File: src/laser_ctl_pkg.sv
// Constants, register map and carrier types for the laser DAC control sequencer
package laser_ctl_pkg;
   // Clock rate and timing figures
   localparam int CLK_HZ = 25_000_000;
   localparam int CLK_PER_MS = CLK_HZ / 1000;
   localparam int POR_MS = 50;
   localparam int POR_CYCLES = POR_MS * CLK_PER_MS;
   // Hot-plug delay and conversion period have no printed figure
   localparam int HOT_PLUG_MS = 200;
   localparam int HOT_PLUG_CYCLES = HOT_PLUG_MS * CLK_PER_MS;
   localparam int CONV_MS = 100;
   localparam int CONV_CYCLES = CONV_MS * CLK_PER_MS;
   // Register offsets (byte addresses on the serial register space)
   localparam logic [7:0] OFS_TXP_HI = 8'h66;
   localparam logic [7:0] OFS_TXP_LO = 8'h67;
   localparam logic [7:0] OFS_CFG0 = 8'h70;
   localparam logic [7:0] OFS_CFG1 = 8'h71;
   localparam logic [7:0] OFS_CAL0 = 8'h72;
   localparam logic [7:0] OFS_CFG3 = 8'h73;
   localparam logic [7:0] OFS_RXDIV = 8'h74;
   localparam logic [7:0] OFS_SETPT0 = 8'h75;
   localparam logic [7:0] OFS_SETPT1 = 8'h76;
   localparam logic [7:0] OFS_BIAS = 8'h77;
   localparam logic [7:0] OFS_MOD_SETPOINT = 8'h78;
   localparam logic [7:0] OFS_MOD = 8'h79;
   localparam logic [7:0] OFS_READBACK = 8'h7A;
   localparam logic [7:0] OFS_CTRL = 8'h7B;
   // Field positions
   localparam int B_MOD_SWING_REFERENCE = 0;
   localparam int B_SAFETY_SWITCH_POLARITY = 0;
   localparam int B_BPOL = 1;
   localparam int B_OE = 2;
   localparam int B_BYPASS = 0;
   localparam int B_RES_LO = 1;
   localparam int B_INV = 4;
   localparam int B_LPOL = 5;
   localparam int B_SETSEL = 6;
   localparam int B_INTCAL = 0;
   localparam int B_EXTFLT = 1;
   localparam int B_SOFTOFF = 0;
   localparam int B_DRDY = 1;
   localparam int B_PORDONE = 2;
   localparam int B_TXFLT = 3;
   localparam int RXDIV_W = 5;
   // Values after reset
   localparam logic [7:0] RST_CAL0 = 8'h03;
   localparam logic [7:0] RST_CFG1 = 8'h00;
   localparam logic [7:0] RST_CFG3 = 8'h01;
   localparam logic [2:0] RES_MIN = 3'h1;
   // Power-on phases
   typedef enum logic [1:0] {ST_POR, ST_INIT, ST_RUN} phase_type;
   // Analog output drive: hi-Z enable, shutdown flag, shutdown rail, DAC code
   typedef struct packed {
      logic oe_n;
      logic shutdown;
      logic rail_high;
      logic [7:0] code;
   } drive_type;
   // One byte access from the serial interface
   typedef struct packed {
      logic [7:0] addr;
      logic [7:0] wdata;
      logic wr;
      logic rd;
   } reg_req_type;
   // Saturating add of a signed table offset to an unsigned setpoint
   function automatic logic [7:0] add_sat(input logic [7:0] base, input logic [7:0] off);
      logic [9:0] s;
      s = {2'b00, base} + {{2{off[7]}}, off};
      // Clamp rather than wrap, so a large offset never flips the drive
      if (s[9]) begin
         return 8'h00;
      end else if (s[8]) begin
         return 8'hFF;
      end
      return s[7:0];
   endfunction : add_sat
endpackage : laser_ctl_pkg

File: src/laser_dac_control_sequencer.sv
// Bias and modulation DAC sequencer with its configuration registers
`timescale 1ns/1ns
// Functional notes
// - TX power at 0x66, width by calibration
// - Receive divider set by five-bit field
// - Divider steps from unity in 1/32
// - Code zero bypasses and disconnects divider
// - Field selects one of seven resistors
// - Bypass bit 0 runs loop; default off
// - Loop on: setpoint plus table to bias
// - Loop off: bias from direct register
// - Applied bias code is readable back
// - Bits set bias response and rail
// - Loop on: modulation setpoint plus table
// - Loop off: modulation from direct register
// - Reference bit sets swing and rail
// - 50 ms init before access or conversions
// - First result one period after init
// - Output enable defaults zero, outputs float
// - Safety switch shutdown level by enable, polarity
// - Bias shutdown level by enable, bias polarity
// - Laser off until hot-plug delay passes
// - Loop starts only with output enable
// - Transmit disable keeps laser off, conversions run
// - Safety switch active whenever laser off; code floats it with enable clear or external fault mode
// - Fault shuts laser, asserts transmit fault
module laser_dac_control_sequencer #(
   parameter int POR_CYC = laser_ctl_pkg::POR_CYCLES,
   parameter int HOT_PLUG_CYC = laser_ctl_pkg::HOT_PLUG_CYCLES,
   parameter int CONV_CYC = laser_ctl_pkg::CONV_CYCLES
) (
   input wire logic clk,
   input wire logic srst,
   input wire laser_ctl_pkg::reg_req_type req,
   output logic [7:0] reg_rdata,
   input wire logic tx_disable,
   input wire logic fault_detect,
   input wire logic ext_fault_in,
   input wire logic signed [7:0] bias_temp_table,
   input wire logic signed [7:0] mod_temp_table,
   input wire logic [15:0] tx_power_adc,
   output laser_ctl_pkg::drive_type bias_drive_output,
   output laser_ctl_pkg::drive_type mod_drive_output,
   output logic safety_switch_drive,
   output logic safety_switch_oe_n,
   output logic tx_fault,
   output logic conv_done,
   output logic [4:0] rx_gain_divider,
   output logic rx_divider_connect,
   output logic [2:0] feedback_res_sel,
   output logic feedback_invert
);
   import laser_ctl_pkg::*;
   // Configuration and status registers
   logic [7:0] cfg0_q, cfg0_d, cfg1_q, cfg1_d, cal0_q, cal0_d, cfg3_q, cfg3_d;
   logic [4:0] rxdiv_q, rxdiv_d;
   logic rxconn_q, rxconn_d; // Divider network attached to the receive input
   logic [7:0] setpt0_q, setpt0_d, setpt1_q, setpt1_d;
   logic [7:0] bias_q, bias_d, mod_setpoint_q, mod_setpoint_d, mod_q, mod_d;
   logic soft_off_q, soft_off_d, drdy_q, drdy_d, fault_q, fault_d;
   logic [15:0] txp_q, txp_d;
   logic [7:0] rdata_q, rdata_d;
   // Sequencing state
   phase_type phase_q, phase_d;
   logic [31:0] cnt_q, cnt_d;      // Power-on and hot-plug timer
   logic [31:0] conv_q, conv_d;    // Conversion period timer
   logic conv_done_q, conv_done_d;
   // Registered outputs
   drive_type bias_out_q, bias_out_d;
   drive_type mod_out_q, mod_out_d;
   logic sw_q, sw_d;
   logic sw_oe_n_q, sw_oe_n_d;
   logic txf_q, txf_d;
   logic [7:0] readback_q, readback_d;
   // Combinational helpers; the laser flag gates every drive
   logic access_ok, laser_on, loop_on;
   logic [7:0] bias_code, mod_code;
   // Access only after the power-on interval ends
   assign access_ok = (phase_q != ST_POR);
   // Loop runs with bypass clear and output enable set
   assign loop_on = !cal0_q[B_BYPASS] && cfg1_q[B_OE];
   // Laser only after hot-plug delay, not disabled, no fault
   assign laser_on = (phase_q == ST_RUN) && cfg1_q[B_OE] && !tx_disable && !soft_off_q
      && !fault_q && !fault_detect;
   // Register file, timers and phase: next values
   always_comb begin
      cfg0_d = cfg0_q;
      cfg1_d = cfg1_q;
      cal0_d = cal0_q;
      cfg3_d = cfg3_q;
      rxdiv_d = rxdiv_q;
      setpt0_d = setpt0_q;
      setpt1_d = setpt1_q;
      bias_d = bias_q;
      mod_setpoint_d = mod_setpoint_q;
      mod_d = mod_q;
      soft_off_d = soft_off_q;
      drdy_d = drdy_q;
      fault_d = fault_q;
      txp_d = txp_q;
      rdata_d = 8'h00;
      phase_d = phase_q;
      cnt_d = cnt_q;
      conv_d = conv_q;
      conv_done_d = 1'b0;
      // Writes are dropped during the power-on interval
      if (req.wr && access_ok) begin
         unique case (req.addr)
            OFS_CFG0: cfg0_d = req.wdata;
            OFS_CFG1: cfg1_d = req.wdata;
            OFS_CAL0: begin
               cal0_d = req.wdata;
               // Code zero is not a resistor; keep one of seven valid
               if (req.wdata[B_RES_LO+:3] == 3'h0) begin
                  cal0_d[B_RES_LO+:3] = RES_MIN;
               end
            end
            OFS_CFG3: cfg3_d = req.wdata;
            OFS_RXDIV: rxdiv_d = req.wdata[RXDIV_W-1:0];
            OFS_SETPT0: setpt0_d = req.wdata;
            OFS_SETPT1: setpt1_d = req.wdata;
            OFS_BIAS: bias_d = req.wdata;
            OFS_MOD_SETPOINT: mod_setpoint_d = req.wdata;
            OFS_MOD: mod_d = req.wdata;
            OFS_CTRL: soft_off_d = req.wdata[B_SOFTOFF];
            default: ;
         endcase
      end
      // Reads answer one cycle later; unmapped addresses read zero
      if (req.rd && access_ok) begin
         unique case (req.addr)
            OFS_TXP_HI: rdata_d = txp_q[15:8];
            // External calibration holds one byte only
            OFS_TXP_LO: rdata_d = cfg3_q[B_INTCAL] ? txp_q[7:0] : 8'h00;
            OFS_CFG0: rdata_d = cfg0_q;
            OFS_CFG1: rdata_d = cfg1_q;
            OFS_CAL0: rdata_d = cal0_q;
            OFS_CFG3: rdata_d = cfg3_q;
            OFS_RXDIV: rdata_d = {3'h0, rxdiv_q};
            OFS_SETPT0: rdata_d = setpt0_q;
            OFS_SETPT1: rdata_d = setpt1_q;
            OFS_BIAS: rdata_d = bias_q;
            OFS_MOD_SETPOINT: rdata_d = mod_setpoint_q;
            OFS_MOD: rdata_d = mod_q;
            OFS_READBACK: rdata_d = readback_q;
            OFS_CTRL: rdata_d = {4'h0, txf_q, 1'b1, drdy_q, soft_off_q};
            default: rdata_d = 8'h00;
         endcase
         // Reading control clears data ready
         if (req.addr == OFS_CTRL) begin
            drdy_d = 1'b0;
         end
      end
      // Phase sequencing: POR, then hot-plug wait, then run
      unique case (phase_q)
         ST_POR: begin
            cnt_d = cnt_q + 32'd1;
            if (cnt_q >= 32'(POR_CYC - 1)) begin
               phase_d = ST_INIT;
               cnt_d = 32'd0;
            end
         end
         ST_INIT: begin
            cnt_d = cnt_q + 32'd1;
            if (cnt_q >= 32'(HOT_PLUG_CYC - 1)) begin
               phase_d = ST_RUN;
            end
         end
         ST_RUN: ;
      endcase
      // Conversions run after POR regardless of transmit disable
      if (access_ok) begin
         conv_d = conv_q + 32'd1;
         if (conv_q >= 32'(CONV_CYC - 1)) begin
            conv_d = 32'd0;
            conv_done_d = 1'b1;
            txp_d = tx_power_adc;
            // Set wins over a same-cycle clear on read
            drdy_d = 1'b1;
         end
      end
      // Fault latches until transmit disable is asserted
      if (tx_disable) begin
         fault_d = 1'b0;
      end
      if (fault_detect) begin
         fault_d = 1'b1;
      end
      // Code zero leaves the resistor network off the receive input
      rxconn_d = (rxdiv_d != 5'h00);
   end
   // Register file, timers and phase: storage
   always_ff @(posedge clk) begin
      if (srst) begin
         cfg0_q <= 8'h00;
         cfg1_q <= RST_CFG1;
         cal0_q <= RST_CAL0;
         cfg3_q <= RST_CFG3;
         rxdiv_q <= 5'h00;
         setpt0_q <= 8'h00;
         setpt1_q <= 8'h00;
         bias_q <= 8'h00;
         mod_setpoint_q <= 8'h00;
         mod_q <= 8'h00;
         soft_off_q <= 1'b0;
         drdy_q <= 1'b0;
         fault_q <= 1'b0;
         txp_q <= 16'h0000;
         rdata_q <= 8'h00;
         phase_q <= ST_POR;
         cnt_q <= 32'd0;
         conv_q <= 32'd0;
         conv_done_q <= 1'b0;
         rxconn_q <= 1'b0;
      end else begin
         cfg0_q <= cfg0_d;
         cfg1_q <= cfg1_d;
         cal0_q <= cal0_d;
         cfg3_q <= cfg3_d;
         rxdiv_q <= rxdiv_d;
         setpt0_q <= setpt0_d;
         setpt1_q <= setpt1_d;
         bias_q <= bias_d;
         mod_setpoint_q <= mod_setpoint_d;
         mod_q <= mod_d;
         soft_off_q <= soft_off_d;
         drdy_q <= drdy_d;
         fault_q <= fault_d;
         txp_q <= txp_d;
         rdata_q <= rdata_d;
         phase_q <= phase_d;
         cnt_q <= cnt_d;
         conv_q <= conv_d;
         conv_done_q <= conv_done_d;
         rxconn_q <= rxconn_d;
      end
   end
   // DAC codes: loop adds table offsets, bypass uses direct registers
   always_comb begin
      bias_code = loop_on ? add_sat(cal0_q[B_SETSEL] ? setpt1_q : setpt0_q,
         bias_temp_table) : bias_q;
      // Inverted response flips the numeric sense of the bias DAC
      if (cal0_q[B_LPOL]) begin
         bias_code = ~bias_code;
      end
      mod_code = loop_on ? add_sat(mod_setpoint_q, mod_temp_table) : mod_q;
      // Swing down from supply uses the complement code
      if (cfg0_q[B_MOD_SWING_REFERENCE]) begin
         mod_code = ~mod_code;
      end
   end
   // Output drive: next values
   always_comb begin
      bias_out_d.oe_n = !cfg1_q[B_OE];
      bias_out_d.shutdown = !laser_on;
      bias_out_d.rail_high = cfg1_q[B_BPOL];
      bias_out_d.code = laser_on ? bias_code : 8'h00;
      mod_out_d.oe_n = !cfg1_q[B_OE];
      mod_out_d.shutdown = !laser_on;
      mod_out_d.rail_high = cfg0_q[B_MOD_SWING_REFERENCE];
      mod_out_d.code = laser_on ? mod_code : 8'h00;
      readback_d = bias_out_d.code;
      // Pin becomes a fault input when external fault mode is chosen
      sw_oe_n_d = !cfg1_q[B_OE] || cfg3_q[B_EXTFLT];
      sw_d = laser_on ? !cfg1_q[B_SAFETY_SWITCH_POLARITY] : cfg1_q[B_SAFETY_SWITCH_POLARITY];
      txf_d = fault_q || fault_detect || (cfg3_q[B_EXTFLT] && ext_fault_in);
   end
   // Output drive: storage
   always_ff @(posedge clk) begin
      if (srst) begin
         bias_out_q <= '{oe_n: 1'b1, shutdown: 1'b1, rail_high: 1'b0, code: 8'h00};
         mod_out_q <= '{oe_n: 1'b1, shutdown: 1'b1, rail_high: 1'b0, code: 8'h00};
         readback_q <= 8'h00;
         sw_q <= 1'b0;
         sw_oe_n_q <= 1'b1;
         txf_q <= 1'b0;
      end else begin
         bias_out_q <= bias_out_d;
         mod_out_q <= mod_out_d;
         readback_q <= readback_d;
         sw_q <= sw_d;
         sw_oe_n_q <= sw_oe_n_d;
         txf_q <= txf_d;
      end
   end
   assign reg_rdata = rdata_q;
   assign bias_drive_output = bias_out_q;
   assign mod_drive_output = mod_out_q;
   assign safety_switch_drive = sw_q;
   assign safety_switch_oe_n = sw_oe_n_q;
   assign tx_fault = txf_q;
   assign conv_done = conv_done_q;
   // Divider ratio (32-code)/32; zero leaves the input unloaded
   assign rx_gain_divider = rxdiv_q;
   assign rx_divider_connect = rxconn_q;
   assign feedback_res_sel = cal0_q[B_RES_LO+:3];
   assign feedback_invert = cal0_q[B_INV];
endmodule : laser_dac_control_sequencer

File: config.mk
export PLATFORM = sky130hd
export DESIGN_NAME = laser_dac_control_sequencer
export DESIGN_NICKNAME = d
export VERILOG_FILES = /design/src/laser_ctl_pkg.sv /design/src/laser_dac_control_sequencer.sv
export SDC_FILE = /design/constraint.sdc
export NUM_CORES = 1
export LEC_CHECK = 0
export CAP_MARGIN = 20
export CORE_ASPECT_RATIO = 1.75
export CORE_MARGIN = 4
export CORE_UTILIZATION = 50
export CTS_CLUSTER_DIAMETER = 30
export DETAILED_ROUTE_END_ITERATION = 10
export DONT_BUFFER_PORTS = 1
export PLACE_DENSITY = 0.74
export SYNTH_ARGS = -nofsm -noshare
export SYNTH_HDL_FRONTEND = slang
export SYNTH_SLANG_ARGS = --single-unit
File: constraint.sdc
create_clock -name clk -period 3.9 [get_ports clk]
set_input_delay 0.195 -clock clk [delete_from_list [all_inputs] [get_ports clk]]
set_output_delay 0.195 -clock clk [all_outputs]
set_load 0.05 [all_outputs]
==> qor.yml <==
outcome:
  outcome: "finished, final reports clean"
global_routing:
  grt_pass1_wl_um: 45960
  grt_max_degree: 97
  grt_overflow: 0
  grt_pass1_vias: 8601
  met2_usage: 0.4691
  track_usage: 0.2671
  grt_busiest_layer: "met2"
  use_met1: 0.2764
  antenna_found_initial: 1
  use_met3: 0.07058
place:
  postPlaceCellArea_mm2: 0.009831
  hpwl_um: 20930
  io_buffers: 0
  gp_congestion: 0.9356
sta:
  setup_violations: 0
  fin_crit_sh: 0.8044
  rsz0062_at_grt: "false"
  drv_slew: 0
  tightestPinTransition_ps: 1143
  skew_ps: 15.64
  hold_viol_final: 0
  relSlewSlack: 0.2185
  period_needed_ps: 3137
  fin_setup_tns_ps: 0
  fmax_ghz: 0.3187
clock_network:
  clockBufferDepth: 2
  cts_sinks: 195
  numCtsBuffers: 17
  cts_root_buf: "clkbuf_16"
  tritoncts: "built"
  clk_pin_slew_ps: 80
  clk_latency_ps: 450
  cts_resized: 0
  h-tree-depth: 4
job:
  maxCapViolCount: 0
cells_and_area:
  stdcell_area_mm2: 0.01083
  nNetsFinal: 1268
  areaGrowthSynthToFinish_pct: 10.62
  drive_gt1_frac: 0.06811
logic_synthesis:
  synth_top_family_by_area: "simple AND/OR/NAND/NOR gates"
  synth_simple_gate_area_frac: 0.2449
  synth_xor_xnor_area_share: 0.08039
  async_flop_share: 0
  synth_compound_area_frac: 0.1677
  synth_edf_count: 0
  yosys.area_share.adder: 0.02965
  synth.net_count: 1284
  synth-seq-cells: 195
  synthFlopType: "dfxtp_1"
  yosys_warnings: 0
  synth.distinct_cells: 71
  synth-seq-area-share: 0.3988
  syn_inst: 1207
  syn_area_mm2: 0.009789
  avgSynthCellArea_um2: 8.111
  synth_mux_area_frac: 0.03208
routing:
  vias: 8873
  wl_um: 29190
  vias_per_cell: 6.128
  dr.pass1.iters: 8
  ant_nets: 0
  drc: 0
  wl_per_cell_um: 20.16
  drtIter0Drc: 707
setup_path:
  crit_path_end_kind: "flop"
  worstSetupPathType: "flop to flop"
  start_kind: "flop"
  crit_chain: "mux2_2, ha_1, fa_1, a31o_2, a31oi_1, xor2_1, a211o_1, a31oi_1, xnor2_1, nor2_1"
  max_stage_delay_ps: 600
  ff2ff_setup_slack_ps: 760
  crit_slowest_cell: "dfxtp_1"
  crit_top_cell: "a31oi_1"
  arrival_ps: 3450
  crit_fanout: 10
  required_ps: 4210
die:
  fp.dieArea_mm2: 0.02197
  rows: 67
  coreArea_mm2: 0.01920
  die_y_um: 193.1
  die_width_um: 113.8
  io_pins: 99
  start_util: 0.5099
min_path:
  min_path_type: "primary input to flop"
power_and_ir_drop:
  leakage_nw: 3.859
  peakVddDrop_mv: 0.3090
  p_per_area_mw_per_mm2: 364.0
-- cell usage after synthesis (4+ instances only) --
master     count  share of area
a211o_1        4         0.0036
a211oi_1       6         0.0046
a21o_1         7         0.0054
a21oi_1      105          0.054
a21oi_2        4         0.0036
a221oi_1       4         0.0036
a22o_1        24          0.021
a22oi_1       11         0.0084
a31oi_1       10         0.0064
and2_1         7         0.0045
and3_1        19          0.012
and4_1         4         0.0036
buf_2         19         0.0097
buf_4          6         0.0046
clkbuf_1      56          0.021
dfxtp_1      195           0.40
ha_1          20          0.026
inv_1         21         0.0081
mux2_2         9          0.010
mux2i_1       19          0.019
nand2_1      154          0.059
nand2b_1       9         0.0058
nand3_1       94          0.048
nand3b_1       4         0.0031
nand4_1       20          0.013
nor2_1       150          0.058
nor2b_1        9         0.0058
nor3_1        18         0.0092
nor3_2         4         0.0041
nor4_1         6         0.0038
o2111ai_1      9         0.0081
o21ai_0       11         0.0056
o21ai_1        5         0.0026
o22ai_1        8         0.0051
o32ai_1        4         0.0036
or3_1         11         0.0070
xnor2_1       32          0.029
xor2_1        56          0.050
-- report_power, final --
group / internal (mW) / switching, mW / leakage, nW
registers: 1.99 / 0.00786 / 1.57
clock network: 0.919 / 0.861 / 0.284
logic: 0.0612 / 0.100 / 2.00
total: 2.97 / 0.969 / 3.86
-- cell type report --
| type | instances | area [um2] |
|---|---|---|
| clock inverter | 13 | 165.2 |
| clock buffer | 19 | 432.9 |
| sequential | 195 | 3904 |
| antenna | 3 | 7.507 |
| inverter | 22 | 82.58 |
| timing repair buffer | 50 | 498.0 |
| fill | 1728 | 8368 |
| tap | 241 | 301.5 |
| multi-input combinational | 905 | 5438 |
-- path summary, 6_finish.rpt --
kind / start / endpoint / depth (start not counted)
min: req[5] / cal0_q[1] / 3
min reg2reg: cfg3_q[6] / cfg3_q[6] / 2
max: cal0_q[6] / readback_q[6] / 10
max reg2reg: cal0_q[6] / readback_q[6] / 10
-- timing repair --
| item | 4_1_cts | 5_1_grt |
|---|---|---|
| endpoints found under the setup margin | 0 | 0 |
| setup buffers | 0 | 0 |
| hold buffers | 31 | 3 |
| hold endpoints to repair | 112 | 3 |
-- logic make-up after synthesis --
logic type	count (synthesis)
AO/OA/AOI/OAI	246
flip-flops	195
XOR/XNOR	89
adder cells (fa/ha/maj)	22
AND/OR/NAND/NOR	519
buffers and inverters	107
multiplexers	29
-- worst max-delay path: cells and delay by family, from the launching register on --
kind / cells / cell delay [ps]
compound gates: 4 / 1080
xor+xnor: 2 / 260
fa+ha+maj: 2 / 610
flops: 1 / 600
mux: 1 / 400
simple gates: 1 / 50
-- registers in the layout, indices dropped and copies added (netlist names), 2 cells and up --
register / flops
mod_q: 8
cnt_q: 32
mod_drive_output: 11
setpt1_q: 8
reg_rdata: 8
conv_q: 32
readback_q: 8
cfg3_q: 8
txp_q: 16
cfg0_q: 8
phase_q: 2
cal0_q: 8
bias_q: 8
rx_gain_divider: 5
mod_setpoint_q: 8
setpt0_q: 8
cfg1_q: 8
-- routing by layer --
layer	routed length, um	vias up	part of all wire
met4	1960	0	0.067
met2	15000	365	0.51
li1	-	4196	-
met1	10160	4204	0.35
met3	2080	108	0.071
met5	0	-	0
-- metrics by stage --
step           cells  hold WS (ps)  power (mW)    util  setup WS [ps]
6_report        1448         18.33       3.941  0.5641          762.7
3_3_place_gp    1377         279.8       2.135  0.5121          858.9
2_1_floorplan   1207         312.4       2.156       -          913.3
4_1_cts         1440         2.550       3.952  0.5603          803.1
3_5_place_dp    1377         282.5       2.137  0.5121          818.9
5_1_grt         1446         28.64       4.044  0.5638          559.0
-- cell usage in the layout (no fill, tap or decap), types with 8 or more instances in the layout --
cell / instances
a21oi_1: 105
a22o_1: 24
a22oi_1: 11
a31oi_1: 10
and3_1: 19
buf_4: 15
clkbuf_16: 17
dfxtp_1: 195
dlygate4sd3_1: 33
ha_1: 20
inv_1: 21
mux2_2: 9
mux2i_1: 19
nand2_1: 154
nand2b_1: 9
nand3_1: 94
nand4_1: 20
nor2_1: 147
nor2b_1: 9
nor3_1: 18
o2111ai_1: 9
o21ai_0: 11
o22ai_1: 8
or3_1: 11
xnor2_1: 32
xor2_1: 56
No activity file was read; power rests on OpenSTA's default activity.
